`src/hw/ras_pkg.sv`:
```
package ras_pkg;
  // Stack geometry
  localparam int          RAS_DEPTH     = 16;
  localparam int          RAS_AW        = 4;
  localparam int          RAS_PC_W      = 15;
  localparam int          RAS_SP_W      = 5;
  localparam int          RAS_HI_W      = 7;
  // Reset and special pointer values
  localparam logic [4:0]  RAS_SP_RESET  = 5'h1f;
  localparam logic [4:0]  RAS_SP_TOP    = 5'h0f;
  localparam logic [3:0]  RAS_EMPTY_IDX = 4'he;
  // Register addresses
  localparam int          RAS_ADDR_W    = 2;
  localparam logic [1:0]  RAS_A_LOW     = 2'h0;
  localparam logic [1:0]  RAS_A_HIGH    = 2'h1;
  localparam logic [1:0]  RAS_A_PTR     = 2'h2;
  localparam logic [1:0]  RAS_A_STATUS  = 2'h3;
  // Status field positions
  localparam int          RAS_ST_OVF    = 0;
  localparam int          RAS_ST_UNF    = 1;

  // Sequencer request bundle
  typedef struct packed {
    logic                push;
    logic                pop;
    logic [14:0]         pc;
  } ras_seq_t;

  // Register bus request bundle
  typedef struct packed {
    logic [1:0]          addr;
    logic [7:0]          wdata;
    logic                wr;
    logic                rd;
  } ras_bus_t;
endpackage

```
`src/hw/ras_stack.sv`:
```
`timescale 1ns/1ps
`default_nettype none
module ras_stack
  import ras_pkg::*;
(
  // Clock and reset
  input  wire logic                  ref_clk,
  input  wire logic                  rst,
  // Configuration
  input  wire logic                  stack_reset_enable,
  // Instruction sequencer
  input  wire ras_pkg::ras_seq_t     seq_in,
  output logic [14:0]                pop_pc,
  // Register bus
  input  wire ras_pkg::ras_bus_t     bus_in,
  output logic [7:0]                 rdata,
  // Status
  output logic [4:0]                 stack_pointer,
  output logic                       stack_overflow_flag,
  output logic                       stack_underflow_flag,
  output logic                       stack_reset_req
);
  import ras_pkg::*;

  logic [14:0] mem_r [RAS_DEPTH];
  logic [4:0]  sp_r;
  logic [4:0]  sp_nxt;
  logic [14:0] pop_pc_r;
  logic [7:0]  rdata_r;
  logic        ovf_r;
  logic        unf_r;
  logic        rst_req_r;
  logic        fault_pend_r;
  logic        push_ovf;
  logic        pop_unf;
  logic        sp_empty;
  logic [14:0] top_val;

  // Entry index from the low pointer bits
  function automatic logic [3:0] slot(input logic [4:0] p);
    return p[3:0];
  endfunction

  // Stack state classification
  assign sp_empty = (sp_r == RAS_SP_RESET);
  assign push_ovf = seq_in.push && (sp_r == RAS_SP_TOP);
  assign pop_unf  = seq_in.pop && sp_empty;

  // Top entry view seen by software
  always_comb begin
    if (sp_empty && stack_reset_enable) begin
      top_val = '0;
    end else if (sp_empty) begin
      top_val = mem_r[RAS_EMPTY_IDX];
    end else begin
      top_val = mem_r[slot(sp_r)];
    end
  end

  // Pointer next value; push has priority over a software write
  always_comb begin
    sp_nxt = sp_r;
    if (seq_in.push) begin
      sp_nxt = (sp_r == RAS_SP_TOP) ? 5'h00 : sp_r + 5'h01;
    end else if (seq_in.pop) begin
      sp_nxt = sp_r - 5'h01;
    end else if (bus_in.wr && bus_in.addr == RAS_A_PTR) begin
      sp_nxt = bus_in.wdata[4:0];
    end
  end

  // Stack pointer register
  always_ff @(posedge ref_clk or posedge rst) begin
    if (rst) begin
      sp_r <= RAS_SP_RESET;
    end else begin
      sp_r <= sp_nxt;
    end
  end

  // Entry storage: push writes at the incremented slot, software edits the top
  always_ff @(posedge ref_clk) begin
    if (seq_in.push) begin
      mem_r[slot(sp_nxt)] <= seq_in.pc;
    end else if (!seq_in.pop && bus_in.wr && !sp_empty) begin
      if (bus_in.addr == RAS_A_LOW) begin
        mem_r[slot(sp_r)][7:0] <= bus_in.wdata;
      end else if (bus_in.addr == RAS_A_HIGH) begin
        mem_r[slot(sp_r)][14:8] <= bus_in.wdata[6:0];
      end
    end
  end

  // Return address, read before the pointer moves; latch high is not here
  always_ff @(posedge ref_clk or posedge rst) begin
    if (rst) begin
      pop_pc_r <= '0;
    end else if (seq_in.pop) begin
      pop_pc_r <= top_val;
    end
  end

  // Sticky flags; hardware set wins over software clear
  always_ff @(posedge ref_clk or posedge rst) begin
    if (rst) begin
      ovf_r <= 1'b0;
      unf_r <= 1'b0;
    end else begin
      if (push_ovf) begin
        ovf_r <= 1'b1;
      end else if (bus_in.wr && bus_in.addr == RAS_A_STATUS && !bus_in.wdata[RAS_ST_OVF]) begin
        ovf_r <= 1'b0;
      end
      if (pop_unf) begin
        unf_r <= 1'b1;
      end else if (bus_in.wr && bus_in.addr == RAS_A_STATUS && !bus_in.wdata[RAS_ST_UNF]) begin
        unf_r <= 1'b0;
      end
    end
  end

  // Fault seen at this edge, held one cycle so the flag is already set
  always_ff @(posedge ref_clk or posedge rst) begin
    if (rst) begin
      fault_pend_r <= 1'b0;
    end else begin
      fault_pend_r <= stack_reset_enable && (push_ovf || pop_unf);
    end
  end

  // Reset request one cycle after the flag sets
  always_ff @(posedge ref_clk or posedge rst) begin
    if (rst) begin
      rst_req_r <= 1'b0;
    end else begin
      rst_req_r <= stack_reset_enable && fault_pend_r;
    end
  end

  // Register read data, valid the cycle after the strobe
  always_ff @(posedge ref_clk or posedge rst) begin
    if (rst) begin
      rdata_r <= '0;
    end else if (bus_in.rd) begin
      unique case (bus_in.addr)
        RAS_A_LOW:    rdata_r <= top_val[7:0];
        RAS_A_HIGH:   rdata_r <= {1'b0, top_val[14:8]};
        RAS_A_PTR:    rdata_r <= {3'h0, sp_r};
        RAS_A_STATUS: rdata_r <= {6'h00, unf_r, ovf_r};
      endcase
    end else begin
      rdata_r <= '0;
    end
  end

  // Outputs
  assign pop_pc               = pop_pc_r;
  assign rdata                = rdata_r;
  assign stack_pointer        = sp_r;
  assign stack_overflow_flag  = ovf_r;
  assign stack_underflow_flag = unf_r;
  assign stack_reset_req      = rst_req_r;

  // Checks: reset state

  // Pointer sits at the empty code on the first edge after release
  a_reset_ptr_empty: assert property (@(posedge ref_clk)
    $fell(rst) |-> sp_r == RAS_SP_RESET)
    else $error("pointer not 1f after reset");

  // Flags and request come out of reset clear
  a_reset_flags_clear: assert property (@(posedge ref_clk)
    $fell(rst) |-> !ovf_r && !unf_r && !rst_req_r)
    else $error("flags not clear after reset");

  // Checks: sequencer pushes and pops

  // Push below the top moves the pointer up by one
  a_push_increments: assert property (@(posedge ref_clk) disable iff (rst)
    seq_in.push && sp_r < RAS_SP_TOP |=> sp_r == $past(sp_r) + 5'h01)
    else $error("push did not increment pointer");

  // Pushed address lands in the slot the pointer now names
  a_push_stores_pc: assert property (@(posedge ref_clk) disable iff (rst)
    seq_in.push |=> mem_r[slot(sp_r)] == $past(seq_in.pc))
    else $error("push did not store pc");

  // Pop alone moves the pointer down by one
  a_pop_decrements: assert property (@(posedge ref_clk) disable iff (rst)
    seq_in.pop && !seq_in.push |=> sp_r == $past(sp_r) - 5'h01)
    else $error("pop did not decrement pointer");

  // Pop hands back the entry read before the pointer moved
  a_pop_returns_top: assert property (@(posedge ref_clk) disable iff (rst)
    seq_in.pop |=> pop_pc == $past(top_val))
    else $error("pop returned wrong address");

  // Return address holds between pops
  a_pop_pc_holds: assert property (@(posedge ref_clk) disable iff (rst)
    !seq_in.pop |=> $stable(pop_pc))
    else $error("return address moved without pop");

  // Pop from slot zero empties the stack
  a_pop_to_empty: assert property (@(posedge ref_clk) disable iff (rst)
    seq_in.pop && !seq_in.push && sp_r == 5'h00 |=> sp_empty)
    else $error("pop from slot zero did not empty");

  // Push from empty lands in slot zero
  a_push_from_empty: assert property (@(posedge ref_clk) disable iff (rst)
    seq_in.push && sp_empty |=> sp_r == 5'h00)
    else $error("push from empty not at slot zero");

  // Checks: overflow and underflow

  // Push at the top wraps to slot zero and flags it
  a_wrap_at_top: assert property (@(posedge ref_clk) disable iff (rst)
    push_ovf |=> sp_r == 5'h00 && ovf_r)
    else $error("push at top did not wrap and flag");

  // Overflow flag set whatever the enable says
  a_overflow_flag: assert property (@(posedge ref_clk) disable iff (rst)
    push_ovf |=> ovf_r)
    else $error("overflow flag not set");

  // Underflow flag set whatever the enable says
  a_underflow_flag: assert property (@(posedge ref_clk) disable iff (rst)
    pop_unf |=> unf_r)
    else $error("underflow flag not set");

  // Pop on an empty stack leaves the pointer one below empty
  a_underflow_ptr: assert property (@(posedge ref_clk) disable iff (rst)
    pop_unf && !seq_in.push |=> sp_r == RAS_SP_RESET - 5'h01)
    else $error("underflow pointer wrong");

  // Software clear of overflow when no new overflow
  a_ovf_clear: assert property (@(posedge ref_clk) disable iff (rst)
    bus_in.wr && bus_in.addr == RAS_A_STATUS && !bus_in.wdata[RAS_ST_OVF] && !push_ovf |=> !ovf_r)
    else $error("overflow flag not cleared");

  // Software clear of underflow when no new underflow
  a_unf_clear: assert property (@(posedge ref_clk) disable iff (rst)
    bus_in.wr && bus_in.addr == RAS_A_STATUS && !bus_in.wdata[RAS_ST_UNF] && !pop_unf |=> !unf_r)
    else $error("underflow flag not cleared");

  // Checks: reset request

  // Overflow with the enable held raises the request two edges on
  a_reset_request: assert property (@(posedge ref_clk) disable iff (rst)
    push_ovf && stack_reset_enable ##1 stack_reset_enable |=> stack_reset_req)
    else $error("no reset request after overflow");

  // Underflow with the enable held raises the request two edges on
  a_reset_req_unf: assert property (@(posedge ref_clk) disable iff (rst)
    pop_unf && stack_reset_enable ##1 stack_reset_enable |=> stack_reset_req)
    else $error("no reset request after underflow");

  // Circular mode never asks for a reset
  a_no_req_disabled: assert property (@(posedge ref_clk) disable iff (rst)
    !stack_reset_enable |=> !stack_reset_req)
    else $error("reset request while disabled");

  // A request only follows a flagged fault
  a_req_after_flag: assert property (@(posedge ref_clk) disable iff (rst)
    stack_reset_req |-> $past(ovf_r || unf_r))
    else $error("reset request without flag");

  // Checks: top entry access

  // Empty stack with reset enabled reads zero low
  a_empty_read_zero: assert property (@(posedge ref_clk) disable iff (rst)
    sp_empty && stack_reset_enable && bus_in.rd && bus_in.addr == RAS_A_LOW |=> rdata == 8'h00)
    else $error("empty stack read not zero");

  // Empty stack with reset enabled reads zero high
  a_empty_high_zero: assert property (@(posedge ref_clk) disable iff (rst)
    sp_empty && stack_reset_enable && bus_in.rd && bus_in.addr == RAS_A_HIGH |=> rdata == 8'h00)
    else $error("empty stack high read not zero");

  // Empty stack in circular mode shows slot 0e
  a_empty_reads_slot: assert property (@(posedge ref_clk) disable iff (rst)
    sp_empty && !stack_reset_enable && bus_in.rd && bus_in.addr == RAS_A_LOW
    |=> rdata == $past(mem_r[RAS_EMPTY_IDX][7:0]))
    else $error("empty stack did not show slot 0e");

  // Writes to the top entry of an empty stack are dropped
  a_no_write_empty: assert property (@(posedge ref_clk) disable iff (rst)
    sp_empty && bus_in.wr && !seq_in.push |=> $stable(mem_r[RAS_EMPTY_IDX]))
    else $error("empty stack slot written");

  // Low register reads the slot under the pointer
  a_top_read_low: assert property (@(posedge ref_clk) disable iff (rst)
    !sp_empty && bus_in.rd && bus_in.addr == RAS_A_LOW |=> rdata == $past(mem_r[slot(sp_r)][7:0]))
    else $error("low read wrong");

  // High register reads the slot under the pointer, bit 7 zero
  a_top_read_high: assert property (@(posedge ref_clk) disable iff (rst)
    !sp_empty && bus_in.rd && bus_in.addr == RAS_A_HIGH
    |=> rdata == {1'b0, $past(mem_r[slot(sp_r)][14:8])})
    else $error("high read wrong");

  // Low register write edits the slot under the pointer
  a_top_write_low: assert property (@(posedge ref_clk) disable iff (rst)
    bus_in.wr && bus_in.addr == RAS_A_LOW && !seq_in.push && !seq_in.pop && !sp_empty
    |=> mem_r[slot(sp_r)][7:0] == $past(bus_in.wdata))
    else $error("low write lost");

  // High register write edits the slot under the pointer
  a_top_write_high: assert property (@(posedge ref_clk) disable iff (rst)
    bus_in.wr && bus_in.addr == RAS_A_HIGH && !seq_in.push && !seq_in.pop && !sp_empty
    |=> mem_r[slot(sp_r)][14:8] == $past(bus_in.wdata[6:0]))
    else $error("high write lost");

  // Checks: pointer and status registers

  // Software pointer write takes the five low bits
  a_sw_ptr_write: assert property (@(posedge ref_clk) disable iff (rst)
    bus_in.wr && bus_in.addr == RAS_A_PTR && !seq_in.push && !seq_in.pop
    |=> sp_r == $past(bus_in.wdata[4:0]))
    else $error("pointer write lost");

  // Pointer read returns the five bit pointer
  a_ptr_read: assert property (@(posedge ref_clk) disable iff (rst)
    bus_in.rd && bus_in.addr == RAS_A_PTR |=> rdata == {3'h0, $past(sp_r)})
    else $error("pointer read wrong");

  // Status read returns both flags
  a_status_read: assert property (@(posedge ref_clk) disable iff (rst)
    bus_in.rd && bus_in.addr == RAS_A_STATUS |=> rdata == {6'h00, $past(unf_r), $past(ovf_r)})
    else $error("status read wrong");

  // Read data is zero outside the cycle after a read
  a_rdata_idle: assert property (@(posedge ref_clk) disable iff (rst)
    !bus_in.rd |=> rdata == 8'h00)
    else $error("read data not idle");

  // Covers for the main scenarios

  // Call followed by return
  c_push_pop: cover property (@(posedge ref_clk) disable iff (rst) seq_in.push ##1 seq_in.pop);

  // Seventeenth push wrapping
  c_overflow: cover property (@(posedge ref_clk) disable iff (rst) push_ovf);

  // Return on an empty stack
  c_underflow: cover property (@(posedge ref_clk) disable iff (rst) pop_unf);

  // Software moving the pointer
  c_sw_ptr: cover property (@(posedge ref_clk) disable iff (rst) bus_in.wr && bus_in.addr == RAS_A_PTR);

  // Fault turning into a reset request
  c_reset_req: cover property (@(posedge ref_clk) disable iff (rst) stack_reset_req);
endmodule
`default_nettype wire

```
`config.mk`:
```
export PLATFORM = sky130hd
export DESIGN_NAME = ras_stack
export DESIGN_NICKNAME = d
export VERILOG_FILES = /design/src/hw/ras_pkg.sv /design/src/hw/ras_stack.sv
export SDC_FILE = /design/constraint.sdc
export NUM_CORES = 1
export LEC_CHECK = 0
export BUFFER_PORTS_ARGS = -buffer_cell sky130_fd_sc_hd__buf_4
export CAP_MARGIN = 5
export CORE_ASPECT_RATIO = 1.5
export CORE_MARGIN = 5
export CORE_UTILIZATION = 60
export DETAILED_ROUTE_END_ITERATION = 12
export PLACE_DENSITY = 0.9
export SLEW_MARGIN = 5
export SYNTH_ARGS = -nofsm -noshare
export SYNTH_HDL_FRONTEND = slang
export SYNTH_SLANG_ARGS = --single-unit
```
`constraint.sdc`:
```
create_clock -name ref_clk -period 7.2 [get_ports ref_clk]
set_clock_uncertainty 0.15 [all_clocks]
set_input_delay 0.72 -clock ref_clk [delete_from_list [all_inputs] [get_ports ref_clk]]
set_output_delay 0.72 -clock ref_clk [all_outputs]
set_load 0.02 [all_outputs]
```
Yosys cells after proc, flatten, opt, wreduce, memory -nomap -nowiden
Memory sizes are Yosys's and may differ from the RTL's. Index checks and enable logic that the tools add are counted.

Flip-flop bits (word level): 32. Memory bits (writable): 240. Bits of input ports: 32. Logic and storage cells: 63. Memories kept: 1.

Memories: mem_r (words 16, width 15, rd ports 2, clocked after memory_dff 0, wr ports 1, RTL line ras_stack.sv:25) `logic [14:0] mem_r [RAS_DEPTH];`.

Add/sub/neg operators: 2. Eq/ne operators: 5. Muxes and demuxes: 26. Reduce and logical (&&, ||, !) cells: 21.

Operators by type and width (count): 2-to-1 mux 15 bit (3); one-hot mux 8 bit (4 select lines) (1); 2-to-1 mux 5 bit (4); 2-to-1 mux 1 bit (15); OR reduction 15 bit (1); logical AND 1 bit (11); 2-to-1 mux 8 bit (1); adder 5 x 1 -> 5 bit (second input constant) (1); == test 5 x 4 -> 1 bit (second input constant) (1); == test 5 bit (second input constant) (1); subtractor 5 x 1 -> 5 bit (second input constant) (1); == test 2 bit (second input constant) (2); logical NOT 1 bit (4); 2-to-1 mux 4 bit (1); nonzero test 2 bit (2); nonzero test 3 bit (1); == test 2 x 1 -> 1 bit (second input constant) (1); logical NOT 2 bit (1); 2-to-1 mux 2 bit (1); logical OR 1 bit (1).

Depth between registers and ports, before layout
Gate-level depths: netlist of the first run.

Word-level depth: 8. Depth in mapped cells: 11.

Least setup slack after synthesis of the first run
OpenSTA, ideal clock, no wires.

Path kind: register to register. Start: register sp_r[0] (netlist: stack_pointer[0]). End: memory mem_r[2][0], enable pin. Setup time: 370 ps. Arrival time: 2690 ps. Required time: 6680 ps. Setup slack: 3990 ps. Cell stages (with the launch flop): 10. Clock period less this slack: 3210 ps. Cells stage by stage: dfstp_2 > buf_6 > buf_6 > inv_2 > buf_2 > ha_1 > and2_1 > o31ai_2 > nand3_1 > nor2_1.

Elaborated cells between the ends (all ways): 19. Those cells by class: add/sub: 2; eq/ne: 2; mux: 12; reduce/logical: 3.

RTL lines: start: declaration (RTL line ras_stack.sv:26) `logic [4:0] sp_r;`; start signal: assignment (RTL line ras_stack.sv:77) `sp_r <= sp_nxt;`; subtractor 5 x 1 -> 5 bit, or another cell as far along (RTL line ras_stack.sv:66) `sp_nxt = sp_r - 5'h01;`; 2-to-1 mux 5 bit (on tied branches) (RTL line ras_stack.sv:65, ras_stack.sv:64); 2-to-1 mux 5 bit * (RTL line ras_stack.sv:63) `if (seq_in.push) begin`; net sp_nxt[1] (RTL line ras_stack.sv:27) `logic [4:0] sp_nxt;`; 2-to-1 mux 4 bit (no source line) *; end: declaration (RTL line ras_stack.sv:25).

The timed path passes the listed nets; every way through them passes the cells marked *. The select of a mux whose other input is x is not followed.

Worst setup path after layout of the first run
Start: register sp_r[1] (netlist: stack_pointer[1]). End: memory mem_r[10][4], enable pin.

Elaborated cells between the ends (all ways): 19. Those cells by class: add/sub: 2; eq/ne: 2; mux: 12; reduce/logical: 3.

RTL lines (RTL line): subtractor 5 x 1 -> 5 bit, or another cell as far along (ras_stack.sv:66); 2-to-1 mux 5 bit (on tied branches) (ras_stack.sv:65, ras_stack.sv:64); 2-to-1 mux 5 bit * (ras_stack.sv:63); net sp_nxt[1] (ras_stack.sv:27); 2-to-1 mux 4 bit (no source line) *.

Marked as above.

==> results of run 1 <==
==> registers in the layout, summed over array words and instances, names as in the netlist <==
register and count:
mem_r 240, pop_pc 15, rdata 8, stack_pointer 5, fault_pend_r 1, stack_overflow_flag 1
stack_reset_req 1, stack_underflow_flag 1
==> how the worst max path moves through the flow <==
stage | start | endpoint | slack (ps) | cells after the start
6_report | stack_pointer[1] | mem_r[10][4] | 3150 | 6
5_1_grt | stack_pointer[1] | mem_r[10][4] | 2920 | 6
4_1_cts | stack_pointer[1] | mem_r[10][4] | 3140 | 6
3_5_place_dp | stack_pointer[1] | mem_r[7][5] | 3320 | 6
3_3_place_gp | stack_pointer[1] | mem_r[7][0] | 3500 | 6
2_1_floorplan | stack_pointer[0] | mem_r[2][0] | 3990 | 9
==> per-layer routing <==
metal  GRT usage, %  up-vias
li1               -     2689
met1           34.8     3286
met2           41.5      600
met3           4.79      134
met4           15.8        0
met5              0        -
==> logic make-up after synthesis <==
group                      after synthesis  share of synthesized area [%]
and+or+nand+nor                        130                           5.38
muxes                                   93                           14.6
adders and majority gates                2                          0.221
DFF                                    272                           70.9
xor gates and xnor gates                 4                          0.310
AOI/OAI and AO/OA                      101                           6.05
buffers and inverters                   48                           2.53
==> layout by cell type, fill, tap and decap left out, types with 4 or more instances in the layout <==
cell type  instances
a211oi_1          10
a21oi_1           36
a221oi_1          10
and4b_1            4
buf_4             65
clkbuf_1           7
clkbuf_16         23
clkinv_1           5
dfrtp_1           27
dfstp_2            4
edfxtp_1         240
inv_1              8
mux2_2            23
mux2i_1           17
mux4_1             8
mux4_2            45
nand2_1           44
nand3_1           10
nor2_1            52
o21ai_0           17
o22ai_1            7
==> layout make-up <==
class                   instances  area (um2)
clock inverters                 9         114
flip-flops and latches        272        8020
fillers                      1095        5940
clock buffers                  30         602
repair buffers                 66         515
multi-input cells             330        3010
inverters                      10        37.5
well taps                     252         315
==> power breakdown <==
part	internal (W)	switching, W	leakage [nW]
combinational	0.000501	0.000766	1.39
sequential	0.00192	0.000199	2.55
clock	0.000693	0.000530	0.346
total	0.00311	0.00150	4.29
==> stage by stage <==
step / utilization (%) / cells / cell area, um2 / setup WS (ps) / power, W
floorplan: - / 650 / 11300 / 3990 / 0.00293
global placement: 64.0 / 929 / 11900 / 3500 / 0.00328
detailed placement: 64.0 / 929 / 11900 / 3320 / 0.00334
CTS: 67.8 / 968 / 12600 / 3140 / 0.00456
global route: 68.0 / 969 / 12600 / 2920 / 0.00474
finish: 68.0 / 969 / 12600 / 3150 / 0.00461
==> reports/metrics.yaml, run 1 <==
ff2ff_path_depth: 6
synth_warnings: 0
cp_data_required_time_ps: 7190
final_nets: 736
yosysMostFrequentCell: "edfxtp_1"
drtAntennaViolNets: 0
yosys-top-cells-count: "edfxtp_1, nor2_1, mux4_2, nand2_1, a21oi_1"
diodes: 0
vias: 6709
synthTopCellsByArea: "edfxtp_1, mux4_2, dfrtp_1, mux2_2, mux4_1"
slew_violations: 0
path_max_fanout: 69
holdBufCountCts: 0
dp_hpwl_um: 17900
yosysTopAreaCellShare_pct: 63.7
peakVddDrop_mv: 0.185
ys_ff_latch: 272
whs_ps: 37.6
clock_latency_ps: 510
fp.dieArea_um2: 21700
die_w_um: 122
fin_setup_tns_ps: 0
dr_wl_met2_um: 13400
cts_buffer_depth: 3
synth_cell_types: 56
async_flop_share_pct: 11.8
cts_tree: "yes"
topRoutingLayerUsed: "met4"
htree_levels: 1
layout_min_cycle_time_ps: 4050
rsz0062_at_grt: "no"
path_buf_inv: 1
clk_pin_slew_ps: 70
crit_path_start_kind: "flop"
ioPinCount: 63
max_cap_viol_count: 0
status: "finished clean"
post_cts_buffers: 0
crit_slowest_cell: "dfstp_4"
hold_path.class: "primary input to asynchronous set/reset pin"
max_freq_mhz: 247
seq_area_frac_synth_pct: 70.9
drc: 0
drive_gt1_share_pct: 25.4
finalHoldViolCount: 0
critPathCaptureType: "flop"
synth.cell_area_um2: 11300
rows: 61
drt-pass1-iter-count: 6
max_stage_delay_ps: 1250
p_per_area_nw_per_um2: 366
syn_inst: 650
grt-ovfl-total: 0
yosysTopAreaCell: "edfxtp_1"
areaGrowthSynthToFinish_pct: 11.5
antenna_found_initial: 0
dieHeight_um: 178
portBuffers: 62
timing.rr.start: "stack_pointer[1]"
p_leak_nw: 4.29
drt_iter0_drc: 1159
synth_edf_count: 240
initial_utilization_pct: 61.0
syn_nets: 684
grt_pass1_vias: 6868
viasPerCell: 6.92
routed_wl_um: 28000
grtUsageTotal_pct: 26.4
wl_met1_um: 9590
syn_avg_cell_area_um2: 17.4
min_period_over_period_pct: 56.3
wl_per_cell_um: 28.9
cts_buffers: 22
relSlewSlack_pct: 33.7
crit_chain: "inv_1 -> ha_1 -> and2_1 -> o31ai_2 -> nand3_1 -> nor2_1"
grt_max_degree: 70
cts_sinks: 272
cp_top_family: "flip-flops"
place.gp.congestion: 0.943
reg2reg_slack_ps: 3150
worstMarginPinSlew_ps: 970
cp.arrival_ps: 4040
cts-root-buf: "clkbuf_16"
cts_resized: 0
worstSetupPathType: "flop to flop"
met3WireLength_um: 3040
core_um2: 18500
grt_pass1_wl_um: 42200
r2r_end: "mem_r[10][4]"
finalSetupViolCount: 0
synth_ff_type: "edfxtp_1"
No activity file was read; power rests on OpenSTA's default activity.
==> run 2, diff against run 1 <==
- ABC_AREA: default -> 1
- CORE_UTILIZATION: 60 -> 55
- PLACE_DENSITY: 0.9 -> 0.87
- clock period: 7.2 -> 3.4 ns (I/O delays scaled with it)
==> run 2 against run 1 <==
Effect of this change: core utilization shrank 4.4 points; combinational power grew 130%; via count grew 37%; register-to-register slack lost 3000 ps; final area grew 8.6%; highest routed layer unchanged.
==> reports/metrics.yaml, run 2 <==
status: "finished clean"
min_period_over_period_pct: 96.9
antenna_found_initial: 0
post_cts_buffers: 0
finalSetupViolCount: 0
critPathCapture: "rdata[6]"
placed_area_um2: 12900
critPathCaptureType: "flop"
clock_latency_ps: 540
vias: 9202
seq_area_frac_synth_pct: 66.9
max_freq_mhz: 304
die_w_um: 131
drive_gt1_share_pct: 14.4
diodes: 0
largest_reg_flops: 240
cts-root-buf: "clkbuf_16"
synth_ff_type: "edfxtp_1"
routed_wl_um: 32500
areaGrowthSynthToFinish_pct: 14.3
final_cell_mix: "nand2_1, edfxtp_1, nand3_1"
place.gp.congestion: 0.993
synthTopCellsByArea: "edfxtp_1, nand2_1, nand3_1, dfrtp_1, nor2_1"
async_flop_share_pct: 11.8
cts_buffers: 24
cts_tree: "yes"
yosysMostFrequentCell: "nand2_1"
hold_path.class: "primary input to flop"
portBuffers: 62
final_nets: 1298
whs_ps: 68.8
finalPower_w: 0.00979
cp_data_required_time_ps: 3710
drtAntennaViolNets: 0
relSlewSlack_pct: 16.3
ff2ff_path_depth: 9
clk_pin_slew_ps: 80
yosysTopAreaCellShare_pct: 60.2
peakVddDrop_mv: 0.478
p_per_area_nw_per_um2: 715
p_seq_share_pct: 43.0
cp.arrival_ps: 3610
fin_setup_tns_ps: 0
netSwitchingFraction_pct: 35.1
p_leak_nw: 5.70
synth.cell_area_um2: 12000
multi_input_area_um2: 3270
wl_per_cell_um: 20.9
drc: 0
rows: 66
dieHeight_um: 191
layout_min_cycle_time_ps: 3290
crit_path_start_kind: "flop"
p_int_w: 0.00636
finalInstanceArea_um2: 13700
grt-ovfl-total: 0
r2r_end: "rdata[6]"
final_common_cell: "nand2_1"
combPwrFrac_pct: 29.5
path_max_fanout: 122
synth_edf_count: 240
yosys-top-cells-count: "nand2_1, edfxtp_1, nand3_1, nor2_1, inv_1"
synth_warnings: 0
worstSetupPathType: "flop to flop"
yosysTopAreaCell: "edfxtp_1"
drt-pass1-iter-count: 6
grt_pass1_vias: 9047
ys_ff_latch: 272
cts_buffer_depth: 3
cts_sinks: 272
reg2reg_slack_ps: 110
syn_avg_cell_area_um2: 10.1
drt_iter0_drc: 1193
htree_levels: 1
core_um2: 21600
rsz0062_at_grt: "no"
seq_area_um2: 8020
timing.rr.start: "stack_pointer[0]"
slew_violations: 0
syn_inst: 1185
initial_utilization_pct: 55.6
fill_cells: 1607
pwr-share-clk_pct: 27.5
fp.dieArea_um2: 24900
largest_register: "mem_r"
crit_path_start: "stack_pointer[0]"
max_cap_viol_count: 0
ioPinCount: 63
finalHoldViolCount: 0
worstMarginPinSlew_ps: 1260
grt_max_degree: 123
dp_hpwl_um: 21400
p_switching_w: 0.00343
preCtsSetupSlack_ps: 371
viasPerCell: 5.92
grt_pass1_wl_um: 49300
finalWorstSetupSlack_ps: 105
grtUsageTotal_pct: 26.2
syn_nets: 1219
synth_cell_types: 32
## run 2: cell types whose count changed in the layout (fill, tap and decap cells not counted), moves of 17 or more
cell      previous run  this run
nor2_1              52       122
buf_4               65       109
inv_1                8        93
nand2_1             44       336
o21ai_0             17        51
mux2i_1             17         0
nand3_1             10       145
mux2_2              23         0
mux4_2              45         0
o211ai_1             0        20
a21oi_1             36        10
## run 2: stage by stage
step / utilization [%] / cells
3_5_place_dp: 59.7 / 1505
6_report: 63.5 / 1554
3_3_place_gp: 59.7 / 1505
4_1_cts: 63.5 / 1554
2_1_floorplan: - / 1185
5_1_grt: 63.5 / 1554
## run 2: layout make-up
type / instances / share of cell area [%]
flip-flops and latches: 272 / 58.5
multi-input cells: 740 / 23.9
repair buffers: 114 / 6.34
clock buffers: 27 / 4.47
inverters: 112 / 3.08
well taps: 272 / 2.48
clock inverters: 17 / 1.20
## run 2: power groups by stage
stage / logic (W) / clock network [W] / registers (W)
finish: 0.00289 / 0.00269 / 0.00421
CTS: 0.00280 / 0.00271 / 0.00420
global route: 0.00308 / 0.00285 / 0.00423
detailed placement: 0.00278 / 0 / 0.00427
global placement: 0.00274 / 0 / 0.00426
floorplan: 0.00159 / 0 / 0.00436
## run 2: critical path: stages, from the launching register on
cell	delay, ps
dfstp_4	700
buf_4	930
nor2_1	130
nor2_1	160
o21ai_0	140
o211ai_1	130
nand3_1	260
nand3_1	260
nand3_1	140
nand2_1	100
## run 2: repair_timing
action	CTS	global route
setup endpoints to repair	0	0
hold buffers	5	0
resized for setup	0	0
endpoints found under the hold margin	36	0
## run 2: per-layer routing
| layer | part of all wire [%] | GRT usage (%) |
|---|---|---|
| met1 | 33 | 30.5 |
| met2 | 51 | 44.7 |
| met3 | 8.3 | 3.14 |
| met4 | 8.5 | 17.4 |
| met5 | 0 | 0 |
## run 2: worst min path at each step
stage / from / to / slack [ps] / depth (start not counted)
2_1_floorplan: fault_pend_r / stack_reset_req / 260 / 2
3_5_place_dp: fault_pend_r / stack_reset_req / 280 / 2
3_3_place_gp: fault_pend_r / stack_reset_req / 280 / 2
6_report: seq_in[15] / pop_pc[5] / 70 / 4
5_1_grt: seq_in[16] / stack_pointer[3] / 60 / 3
4_1_cts: seq_in[15] / pop_pc[13] / 60 / 4
## run 2: cell families (layout without fill, tap and decap cells)
family                     count (synthesis)  after routing  synth area share [%]
xor gates and xnor gates                   2              2                 0.146
buffers and inverters                    173            270                  5.78
adders and majority gates                  2              2                 0.209
AOI/OAI and AO/OA                        107            107                  5.06
and+or+nand+nor                          629            629                  21.9
DFF                                      272            272                  66.9
==> run 3, diff against run 2 <==
- CORE_UTILIZATION: 55 -> 40
- PLACE_DENSITY: 0.87 -> 0.69
==> run 3 against run 2 <==
Effect of this change: final cell count rose by 8.8%; via count fell by 4.7%; global-route usage fell by 7.0 points; flip-flop and latch count did not move; combinational power fell by 1%; final area rose by 1.9%; core utilization fell by 16 points; die area rose by 35%; wire length fell by 1.5%; hold slack got worse by 28 ps; critical path type unchanged; highest routed layer unchanged.
==> reports/metrics.yaml, run 3 (synthesized netlist as in run 2, its figures left out) <==
worstHoldEndpoint: "stack_underflow_flag"
cp_top_family: "flip-flops"
critical_path_depth: 9
dp_hpwl_um: 22500
largest_reg_flops: 240
viasPerCell: 5.19
final_cell_mix: "nand2_1, edfxtp_1, nand3_1"
preCtsSetupSlack_ps: 182
finalSetupViolCount: 0
grt-ovfl-total: 0
worstMarginPinSlew_ps: 1010
drc: 0
cts_sinks: 272
slew_violations: 0
portBuffers: 62
path_buf_inv: 3
drtAntennaViolNets: 0
drt_iter0_drc: 911
cts-root-buf: "clkbuf_16"
status: "finished clean"
grt_pass1_wl_um: 49600
r2r_end: "mem_r[12][1]"
grt_pass1_vias: 8738
place.gp.congestion: 0.932
ioPinCount: 63
worstHoldStart: "bus_in[1]"
drt-pass1-iter-count: 5
initial_utilization_pct: 40.5
areaGrowthSynthToFinish_pct: 16.6
routed_wl_um: 32000
fp.dieArea_um2: 33600
core_um2: 29600
cts_tree: "yes"
finalHoldViolCount: 0
timing.rr.start: "stack_pointer[0]"
whs_ps: 41.2
die_w_um: 151
worstSetupPathType: "flop to flop"
p_per_area_nw_per_um2: 700
ff2ff_path_depth: 9
reg2reg_slack_ps: 160
drive_gt1_share_pct: 15.1
critPathCaptureType: "flop"
peakVddDrop_mv: 0.424
grtUsageTotal_pct: 19.2
crit_path_start_kind: "flop"
max_cap_viol_count: 0
post_cts_buffers: 0
cts_buffer_depth: 3
final_nets: 1312
rsz0062_at_grt: "no"
finalWorstSetupSlack_ps: 160
final_common_cell: "nand2_1"
multi_input_area_um2: 3270
finalInstanceArea_um2: 14000
cp_data_required_time_ps: 3490
crit_slowest_cell: "dfstp_4"
relSlewSlack_pct: 32.4
vias: 8771
hold_path.class: "primary input to flop"
diodes: 0
grt_max_degree: 59
antenna_found_initial: 0
rows: 77
cpMostUsedCell: "nand2_1"
path_max_fanout: 23
cts_buffers: 24
fin_setup_tns_ps: 0
fill_cells: 2686
min_period_over_period_pct: 95.3
clock_latency_ps: 540
p_leak_nw: 5.77
placed_area_um2: 13100
hold_depth: 4
seq_area_um2: 8020
layout_min_cycle_time_ps: 3240
cp.arrival_ps: 3330
max_freq_mhz: 309
crit_chain: "clkinv_2 -> ha_1 -> inv_1 -> a21oi_1 -> nand2_1 -> o21ai_1 -> nand2_1 -> nor3_1 -> buf_4"
dieHeight_um: 222
clk_pin_slew_ps: 70
largest_register: "mem_r"
wl_per_cell_um: 18.9
htree_levels: 1
max_stage_delay_ps: 750
run 3: worst reg2reg max path: cells and delay by family, from the launching register on:
family	cells	cell delay [ps]
flip-flops	1	750
AND/OR/NAND/NOR	3	730
buffers and inverters	3	610
adder cells (fa/ha/maj)	1	420
AO/OA/AOI/OAI	2	270
run 3: layout make-up:
cell class,count,area share (%)
multi-input cells,740,23.4
clock buffers,28,4.41
inverters,112,3.02
clock inverters,16,1.19
well taps,395,3.54
repair buffers,128,6.97
flip-flops and latches,272,57.4
run 3: per-stage QoR:
step	std cells	util (%)	total power (W)
4_1_cts	1691	47.2	0.00980
3_3_place_gp	1642	44.4	0.00707
5_1_grt	1691	47.2	0.0102
3_5_place_dp	1642	44.4	0.00710
2_1_floorplan	1185	-	0.00595
6_report	1691	47.2	0.00977
run 3: worst max-delay path by stage:
stage                    to  slack (ps)        startpoint
2_1_floorplan  mem_r[11][0]         270  stack_pointer[0]
5_1_grt        mem_r[12][1]          20  stack_pointer[0]
3_3_place_gp   mem_r[12][6]         190  stack_pointer[0]
3_5_place_dp   mem_r[12][1]         180  stack_pointer[0]
6_report       mem_r[12][1]         160  stack_pointer[0]
4_1_cts        mem_r[12][1]         150  stack_pointer[0]
run 3: layer usage:
layer / global-route usage [%] / routed length [um] / vias up
met3: 1.82 / 1440 / 87
met2: 35.8 / 17500 / 312
met1: 21.3 / 11400 / 4225
met4: 9.10 / 1640 / 0
li1: - / - / 4147
met5: 0 / 0 / -
run 3: power by group:
| group | total [W] | switching [W] | leakage, nW | internal [W] |
|---|---|---|---|---|
| registers | 0.00419 | 0.000175 | 2.56 | 0.00402 |
| logic | 0.00285 | 0.00197 | 2.83 | 0.000882 |
| clock network | 0.00273 | 0.00120 | 0.381 | 0.00153 |
| total | 0.00977 | 0.00334 | 5.77 | 0.00643 |
run 3: timing repair:
| item | in CTS | in global routing |
|---|---|---|
| setup endpoints to repair | 0 | 0 |
| hold buffers | 5 | 0 |
| resized for setup | 0 | 0 |
| hold endpoints to repair | 36 | 0 |
